<file path="src/core/ppd_map.svh">
// Purpose: register map, reset values and field positions of the port
//          pin direction and drive configuration block
// Assumes: APB with 32-bit data; one register index per aligned word
// Notes:   byte address of a register is four times its index
`ifndef PPD_MAP_SVH
`define PPD_MAP_SVH

// ------------------------------------------------------------------
// register indices (byte address = index * 4)
// ------------------------------------------------------------------
`define PPD_IDX_W 18
`define PPD_IDX_DATA 18'h0_f228
`define PPD_IDX_DIR 18'h0_f229
`define PPD_IDX_CTRL_LO 18'h0_f22a
`define PPD_IDX_CTRL_HI 18'h0_f22b
`define PPD_IDX_MODE_LO 18'h0_f22c
`define PPD_IDX_MODE_HI 18'h0_f22d

// ------------------------------------------------------------------
// reset values
// ------------------------------------------------------------------
`define PPD_RST_DATA 8'h00
`define PPD_RST_DIR 8'h00
`define PPD_RST_CTRL 16'h0000
`define PPD_RST_MODE 16'h0000
`define PPD_RST_RDATA 32'h0000_0000

// ------------------------------------------------------------------
// field positions
// ------------------------------------------------------------------
`define PPD_LO_BYTE 7:0
`define PPD_HI_BYTE 15:8
`define PPD_WORD 15:0
`define PPD_HI_OFS 8
`define PPD_ALT_FIRST 4
`define PPD_DIR_OUT 1'b0

`endif

</file>
<file path="src/core/ppd_pkg.sv">
// Purpose: types shared by the port configuration block
// Assumes: eight pins
// Notes:   all state of the top lives in one packed struct
`default_nettype none
package ppd_pkg;
   typedef struct packed {
      logic [7:0] data;
      logic [7:0] dir;
      logic [15:0] ctrl;
      logic [15:0] mode;
      logic [31:0] prdata;
      logic pready;
      logic pslverr;
      logic [7:0] pin_o;
      logic [7:0] pin_oe_n;
      logic [7:0] pull_up;
      logic [7:0] pull_dn;
   } ppd_state_t;
endpackage : ppd_pkg
`default_nettype wire

</file>
<file path="src/core/ppd_port.sv">
// Purpose: eight-pin port with direction, drive and pull configuration
// Assumes: pin inputs synchronous to pclk; APB4 slave, no wait states
// Notes:   pad controls are registered one cycle after the register
//
// Chosen here: the APB register port.
`include "ppd_map.svh"
`default_nettype none
module ppd_port #(
   parameter int ADDR_W = 20,
   parameter int PINS = 8
) (
   // clock and reset
   input wire logic pclk,
   input wire logic presetn,
   // apb slave
   input wire logic psel,
   input wire logic penable,
   input wire logic pwrite,
   input wire logic [ADDR_W-1:0] paddr,
   input wire logic [31:0] pwdata,
   input wire logic [3:0] pstrb,
   output logic [31:0] prdata,
   output logic pready,
   output logic pslverr,
   // alternate function levels from peripherals
   input wire logic [PINS-1:0] alt_level,
   // pads
   input wire logic [PINS-1:0] pin_i,
   output logic [PINS-1:0] pin_o,
   output logic [PINS-1:0] pin_oe_n,
   output logic [PINS-1:0] pull_up_en,
   output logic [PINS-1:0] pull_dn_en
);
   import ppd_pkg::*;

   // ---------------------------------------------------------------
   // state
   // ---------------------------------------------------------------
   ppd_pkg::ppd_state_t s_q;
   ppd_pkg::ppd_state_t s_d;
   logic [`PPD_IDX_W-1:0] idx;
   logic setup;
   logic wr;
   logic [PINS-1:0] alt_sel;
   logic [PINS-1:0] level;
   logic [PINS-1:0] drv;
   logic [PINS-1:0] pu;
   logic [PINS-1:0] pd;

   assign idx = paddr[ADDR_W-1:2];
   assign setup = psel && !penable;
   assign wr = psel && penable && pwrite && s_q.pready;

   // ---------------------------------------------------------------
   // per-pin decode
   // ---------------------------------------------------------------
   genvar g;
   generate
      for (g = 0; g < PINS; g++)
      begin : g_pin
         assign alt_sel[g] = s_q.mode[g] || s_q.mode[g + `PPD_HI_OFS];
         // output shows data bit or peripheral level
         assign level[g] = (g >= `PPD_ALT_FIRST && alt_sel[g]) ?
            alt_level[g] : s_q.data[g];
         ppd_pin_cell #(
            .HAS_ALT(g >= `PPD_ALT_FIRST)
         ) u_cell (
            .dir(s_q.dir[g]),
            .set_hi(s_q.ctrl[g + `PPD_HI_OFS]),
            .set_lo(s_q.ctrl[g]),
            .alt_sel(alt_sel[g]),
            .level(level[g]),
            .drive(drv[g]),
            .pull_up(pu[g]),
            .pull_dn(pd[g])
         );
      end
   endgenerate

   // ---------------------------------------------------------------
   // next state
   // ---------------------------------------------------------------
   always_comb
   begin
      s_d = s_q;
      s_d.pready = setup;
      s_d.pslverr = 1'b0;
      if (setup)
      begin
         s_d.prdata = `PPD_RST_RDATA;
         if (idx == `PPD_IDX_DATA)
         begin
            // input pins read the pad, output pins the latch
            s_d.prdata[`PPD_LO_BYTE] =
               (s_q.dir & pin_i) | (~s_q.dir & s_q.data);
         end
         else if (idx == `PPD_IDX_DIR)
         begin
            s_d.prdata[`PPD_LO_BYTE] = s_q.dir;
         end
         else if (idx == `PPD_IDX_CTRL_LO)
         begin
            s_d.prdata[`PPD_WORD] = s_q.ctrl;
         end
         else if (idx == `PPD_IDX_CTRL_HI)
         begin
            s_d.prdata[`PPD_LO_BYTE] = s_q.ctrl[`PPD_HI_BYTE];
         end
         else if (idx == `PPD_IDX_MODE_LO)
         begin
            s_d.prdata[`PPD_WORD] = s_q.mode;
         end
         else if (idx == `PPD_IDX_MODE_HI)
         begin
            s_d.prdata[`PPD_LO_BYTE] = s_q.mode[`PPD_HI_BYTE];
         end
         else
         begin
            s_d.pslverr = 1'b1;
         end
      end
      if (wr)
      begin
         if (idx == `PPD_IDX_DATA)
         begin
            if (pstrb[0])
               s_d.data = pwdata[`PPD_LO_BYTE];
         end
         else if (idx == `PPD_IDX_DIR)
         begin
            if (pstrb[0])
               s_d.dir = pwdata[`PPD_LO_BYTE];
         end
         else if (idx == `PPD_IDX_CTRL_LO)
         begin
            // word access covers both bytes, lanes pick which
            if (pstrb[0])
               s_d.ctrl[`PPD_LO_BYTE] = pwdata[`PPD_LO_BYTE];
            if (pstrb[1])
               s_d.ctrl[`PPD_HI_BYTE] = pwdata[`PPD_HI_BYTE];
         end
         else if (idx == `PPD_IDX_CTRL_HI)
         begin
            if (pstrb[0])
               s_d.ctrl[`PPD_HI_BYTE] = pwdata[`PPD_LO_BYTE];
         end
         else if (idx == `PPD_IDX_MODE_LO)
         begin
            if (pstrb[0])
               s_d.mode[`PPD_LO_BYTE] = pwdata[`PPD_LO_BYTE];
            if (pstrb[1])
               s_d.mode[`PPD_HI_BYTE] = pwdata[`PPD_HI_BYTE];
         end
         else if (idx == `PPD_IDX_MODE_HI)
         begin
            if (pstrb[0])
               s_d.mode[`PPD_HI_BYTE] = pwdata[`PPD_LO_BYTE];
         end
      end
      // pad controls follow the registers one cycle later
      s_d.pin_o = level;
      s_d.pin_oe_n = ~drv;
      s_d.pull_up = pu;
      s_d.pull_dn = pd;
   end

   // ---------------------------------------------------------------
   // registers
   // ---------------------------------------------------------------
   always_ff @(posedge pclk or negedge presetn)
   begin
      if (!presetn)
      begin
         s_q.data <= `PPD_RST_DATA;
         s_q.dir <= `PPD_RST_DIR;
         s_q.ctrl <= `PPD_RST_CTRL;
         s_q.mode <= `PPD_RST_MODE;
         s_q.prdata <= `PPD_RST_RDATA;
         s_q.pready <= 1'b0;
         s_q.pslverr <= 1'b0;
         s_q.pin_o <= `PPD_RST_DATA;
         s_q.pin_oe_n <= ~`PPD_RST_DATA;
         s_q.pull_up <= `PPD_RST_DATA;
         s_q.pull_dn <= `PPD_RST_DATA;
      end
      else
      begin
         s_q <= s_d;
      end
   end

   assign prdata = s_q.prdata;
   assign pready = s_q.pready;
   assign pslverr = s_q.pslverr;
   assign pin_o = s_q.pin_o;
   assign pin_oe_n = s_q.pin_oe_n;
   assign pull_up_en = s_q.pull_up;
   assign pull_dn_en = s_q.pull_dn;
endmodule : ppd_port
`default_nettype wire

</file>
<file path="src/core/ppd_pin_cell.sv">
// Purpose: decode of one pin's direction and two-bit drive setting
// Assumes: level is the value the pin should carry when driven
// Notes:   purely combinational; the top registers its results
`include "ppd_map.svh"
`default_nettype none
module ppd_pin_cell #(
   parameter bit HAS_ALT = 1'b0
) (
   // configuration
   input wire logic dir,
   input wire logic set_hi,
   input wire logic set_lo,
   input wire logic alt_sel,
   input wire logic level,
   // pad control
   output logic drive,
   output logic pull_up,
   output logic pull_dn
);
   always_comb
   begin
      drive = 1'b0;
      pull_up = 1'b0;
      pull_dn = 1'b0;
      if (dir == `PPD_DIR_OUT)
      begin
         if (HAS_ALT && alt_sel)
         begin
            // alternate function: x0 n-open drain, x1 cmos
            if (set_lo)
               drive = 1'b1;
            else
               drive = !level;
         end
         else
         begin
            case ({set_hi, set_lo})
               2'b01: drive = level;
               2'b10: drive = !level;
               2'b11: drive = 1'b1;
               default: drive = 1'b0;
            endcase
         end
      end
      else
      begin
         pull_dn = !set_hi && set_lo;
         pull_up = set_hi && !set_lo;
      end
   end
endmodule : ppd_pin_cell
`default_nettype wire

</file>
<file path="config.mk">
export PLATFORM = sky130hd
export DESIGN_NAME = ppd_port
export DESIGN_NICKNAME = d
export VERILOG_FILES = /design/src/core/ppd_pkg.sv /design/src/core/ppd_port.sv /design/src/core/ppd_pin_cell.sv
export VERILOG_INCLUDE_DIRS = /design/src /design/src/core
export SDC_FILE = /design/constraint.sdc
export NUM_CORES = 1
export LEC_CHECK = 0
export BUFFER_PORTS_ARGS = -buffer_cell sky130_fd_sc_hd__buf_2
export CORE_UTILIZATION = 50
export CTS_CLUSTER_SIZE = 8
export DETAILED_ROUTE_END_ITERATION = 7
export HOLD_SLACK_MARGIN = 0.1
export PLACE_DENSITY_LB_ADDON = 0.3
export SLEW_MARGIN = 20
export SYNTH_ARGS = -nofsm -noshare
export SYNTH_HDL_FRONTEND = slang
export SYNTH_SLANG_ARGS = --single-unit
</file>
<file path="constraint.sdc">
create_clock -name pclk -period 1.6 [get_ports pclk]
set_input_delay 0.32 -clock pclk [delete_from_list [all_inputs] [get_ports pclk]]
set_output_delay 0.32 -clock pclk [all_outputs]
set_load 0.01 [all_outputs]
</file>
Yosys cells after proc, flatten, opt, wreduce, memory -nomap -nowiden:

Index checks and enable logic that the tools add are counted.
W data, S select, Z words.

* bits in registers: 98
* bits of input ports: 77
* output and inout bits: 66
* word-level logic and storage cells: 180

* eq/ne operators: 32
* muxes and demuxes: 67
* bitwise operators: 9
* reductions and logical operators: 59

Operator list (number)
* $mux W8: 15
* $eq A18 B16 Y1 const B: 6
* $mux W1: 43
* $eq A2 B2 Y1 const B: 16
* $logic_not A1 Y1: 25
* $pmux W1 S3: 8
* $logic_and A1 B1 Y1: 20
* $and A8 B8 Y8: 2
* $eq A2 B1 Y1 const B: 8
* $mux W16: 1
* $not A8 Y8: 2
* $or A8 B8 Y8: 1
* $reduce_and A8 Y1: 1
* $reduce_bool A2 Y1: 4
* $reduce_and A7 Y1: 1
* $reduce_and A6 Y1: 1
* $reduce_and A5 Y1: 1
* $logic_or A1 B1 Y1: 4
* $ne A2 B2 Y1 const B: 2
* $not A1 Y1: 4
* $reduce_and A4 Y1: 1
* $reduce_and A3 Y1: 1

Logic depth before layout (Yosys ltp):

* depth after elaboration: 8
* depth in mapped cells: 6
* mapped depth without buffers: 5

By module:

From an unflattened synthesis, not the netlist that was laid out.

* cell total of the unflattened synthesis: 459
* area total of the unflattened synthesis: 4977.3 µm²

By module, submodules not included
* ppd_port: instances 1, cells each 415, area an instance 4682.0 µm², sequential area each 2462.4 µm²
* ppd_pin_cell (g_pin[4].u_cell ...): instances 4, cells each 6, area an instance 43.8 µm², sequential area each 0.0 µm²
* ppd_pin_cell (g_pin[0].u_cell ...): instances 4, cells each 5, area an instance 30.0 µm², sequential area each 0.0 µm²

Worst setup path after synthesis:

Ideal clock, no wire load.

* path kind: input-to-reg
* from: input paddr[10]
* to: register s_q[66] in the netlist's numbering
* arrival: 1.916 ns
* required time: 1.475 ns
* slack: -0.441 ns
* cell stages on the path: 4
* path buffers: 0
* path through: or3b_2 or3_4 nor3_4 mux2_2

* cells in the longest elaborated chain, start to end: 3
* elaborated cells on any way between the ends: 10
* those cells by class: 5 x eq/ne; 4 x bitwise; 1 x reduce/logical

RTL lines
* start: declaration: RTL line ppd_port.sv:19 `input wire logic [ADDR_W-1:0] paddr,`
* $eq A18 B16 Y1 (no line)
* $not A1 Y1 (no line)
* $reduce_and A7 Y1 (no line) (*)
* end: declaration: RTL line ppd_port.sv:39 `ppd_pkg::ppd_state_t s_q;`

Mark *: on every way between the ends. The rest lies on a longest branch, timed or not.
A chain may end at the register's enable or synchronous reset.

Final worst setup path:

* from: input paddr[9]
* to: register s_q (netlist bit level[3])

* cells in the longest elaborated chain, start to end: 2

RTL lines
* $eq A18 B16 Y1 (no line)
* $reduce_and A3 Y1 (no line)

Every way passes these cells.

==> results.py <==
metrics = {
    "run_status": {
        "outcome": "finished with violations",
        "violations": "negative setup slack",
    },
    "clock_tree": {
        "cts.sinks": 98,
        "root_buffer": "clkbuf_8",
        "clockBufferDepth": 2,
        "clock_latency_ns": 0.36,
        "clk_pin_slew_ns": 0.10,
        "cts_buffers": 9,
        "htree_levels": 3,
        "cts_tree": "built",
    },
    "yosys": {
        "ys_types": 40,
        "synth_area_per_cell_sq_um": 12.0,
        "yosysTopAreaCell": "dfrtp_1",
        "synth_top_area_frac": 0.462,
        "synth-seq-cells": 98,
        "synthCells": 407,
        "synth_area_sq_um": 4880,
        "ys_seq_area_frac": 0.505,
        "yosysMostFrequentCell": "dfrtp_1",
        "synth-edff-count": 0,
        "synthTopCellsByCount": "dfrtp_1, buf_4, mux2_2",
        "yosys_warnings": 0,
        "synth_flop_cell": "dfrtp_1",
        "synth_area_leaders": "dfrtp_1, mux2_2, buf_4",
        "synthArstFlopShare": 1.00,
    },
    "sta": {
        "period_minus_slack_ns": 1.73,
        "finalMaxSlewViolations": 0,
        "rsz0062_at_grt": "yes",
        "fin_crit_sh": 1.08,
        "max_freq_mhz": 580,
        "fin_worst_skew_ns": 0.0110,
        "setup_viol": 41,
        "hold_violations": 0,
        "worst_slack_ns": -0.125,
        "holdWs_ns": 0.201,
    },
    "floorplan": {
        "rows": 35,
        "fp.dieW_microns": 101,
        "num_io_pins": 143,
        "dieArea_sq_um": 10200,
        "core_area_sq_um": 9330,
        "start_util": 0.523,
        "die_h_microns": 101,
    },
    "setup_path": {
        "cp_max_fo": 8,
        "reg2reg_depth": 5,
        "arrival_ns": 1.97,
        "crit_chain": "buf_6, or4b_4, nor4b_4, buf_4, nand4b_4, mux2_2",
        "critPathLaunchType": "input pin",
        "cp_top_family": "simple AND/OR/NAND/NOR gates",
        "r2r-end": "s_q[85]",
        "crit_type": "input pin to flip-flop",
        "max_stage_delay_ns": 0.57,
        "path_buf_inv": 2,
        "required_ns": 1.85,
        "r2r-start": "pready",
        "reg2reg_setup_slack_ns": -0.02,
        "slowest_stage": "or4b_4",
        "crit_path_end_kind": "flip-flop",
    },
    "global_routing": {
        "grt_usage": 0.219,
        "grt_first_pass_wirelength_microns": 16600,
        "grt.overflow.total": 0,
        "grt_pass1_vias": 3370,
        "grt_max_degree": 34,
        "antenna_found_initial": 0,
    },
    "drt": {
        "num_vias": 3290,
        "wl_per_cell_microns": 16.5,
        "post_drt_via_cell_ratio": 5.23,
        "drt_drc_violations_left": 0,
        "drtPass1Iterations": 4,
        "ant_nets": 0,
        "drt_iter0_drc": 100,
        "drt-total-wl_microns": 10300,
    },
    "cells_and_area": {
        "instances_no_fill": 629,
        "syn_to_final_growth_pct": 17.6,
        "nets": 572,
        "layout-drive-gt1-share": 0.490,
        "final_area_sq_um": 5740,
        "n_antenna_cell": 0,
    },
    "placed_design": {
        "gp_congestion": 0.838,
        "io_buffers": 102,
        "placed_area_sq_um": 5380,
        "dp_hpwl_microns": 7510,
        "dp_cells": 609,
        "pre_cts_slack_ns": -0.538,
    },
    "hold_path": {
        "hold_class": "input pin to flip-flop",
        "min_from": "alt_level[4]",
        "whs_endpoint": "pin_o[4]",
        "holdPathStages": 2,
    },
    "power_and_ir_drop": {
        "p_total_mw": 4.39,
        "leakage_nw": 2.95,
        "ir_worst_vdd_uv": 507,
        "power_density_nw_per_um2": 765,
    },
    "run": {
        "drv_cap": 0,
    },
}
[cell usage in the layout (no fill, tap or decap), types with 3 or more instances in the layout]
cell type  count
buf_2         98
nor3b_1        4
nand2_1       18
inv_1          3
nand2_8        3
mux2_2        53
and2_1         9
a221o_1       10
dfrtp_1       90
clkbuf_8       9
o21ai_0       14
o22ai_1        6
a21oi_1        7
and3b_1        6
nand4_1        3
mux2i_1       25
mux2_4         7
o21ai_2        6
buf_6          8
dfstp_2        8
buf_4         26
nor2_1        19
or2_2          4
nand2b_1       8
conb_1        16
[worst reg2reg max path, stage by stage, from the launching register on]
cell	delay, ns
dfrtp_1	0.39
and4_1	0.23
nand2_1	0.15
nor3_4	0.20
buf_4	0.21
mux2_2	0.34
[worst max path at each step]
stage / slack [ns] / cells past startpoint / from / endpoint
6_report: -0.13 / 6 / paddr[9] / level[3]
5_1_grt: -0.18 / 6 / paddr[8] / s_q[73]
4_1_cts: -0.10 / 6 / paddr[9] / s_q[103]
3_5_place_dp: -0.54 / 5 / paddr[9] / s_q[95]
3_3_place_gp: -0.47 / 5 / paddr[9] / s_q[92]
2_1_floorplan: -0.29 / 4 / paddr[9] / level[0]
[layer usage]
layer | wire length [microns] | global-route usage | vias to the layer above
li1 | - | - | 1541
met1 | 4450 | 0.279 | 1616
met2 | 5070 | 0.366 | 112
met3 | 541 | 0.0374 | 21
met4 | 281 | 0.0992 | 0
met5 | 0 | 0 | -
[power breakdown]
group          switching (mW)  internal, mW
combinational           0.191         0.135
sequential            0.00164          2.48
clock                   0.854         0.727
total                    1.05          3.34
[stage by stage]
step | TNS (ns) | util
finish | -3.02 | 0.615
global route | -5.43 | 0.615
CTS | -1.69 | 0.603
detailed placement | -27.85 | 0.577
global placement | -25.20 | 0.577
floorplan | -13.92 | -
[flip-flops by register name, summed over array words and instances (netlist names)]
register and count:
prdata 16, pslverr 1, pin_o 8, pin_oe_n 8, pull_up_en 8, pull_dn_en 8, level 4, s_q 44
pready 1
[cells by family after synthesis]
family / after synthesis / share of synthesized area
other: 1 / 0.000768
buffers and inverters: 76 / 0.108
muxes: 85 / 0.190
DFF: 98 / 0.505
and+or+nand+nor: 98 / 0.132
AOI/OAI and AO/OA: 49 / 0.0646
[what timing repair did]
action | CTS | global route
setup buffers | 1 | 2
hold buffers | 1 | 0
hold endpoints to repair | 59 | 0
gates resized for setup | 12 | 22
setup endpoints to repair | 54 | 56
pin swaps | 3 | 6
[final cells by class]
cell class / count / area, sq um
inverter: 3 / 11.3
multi-input combinational: 248 / 2080
tap: 129 / 161
timing repair buffer: 135 / 826
fill: 764 / 3590
clock inverter: 6 / 65.1
clock buffer: 10 / 128
sequential: 98 / 2460
No activity file was read; power rests on OpenSTA's default activity.
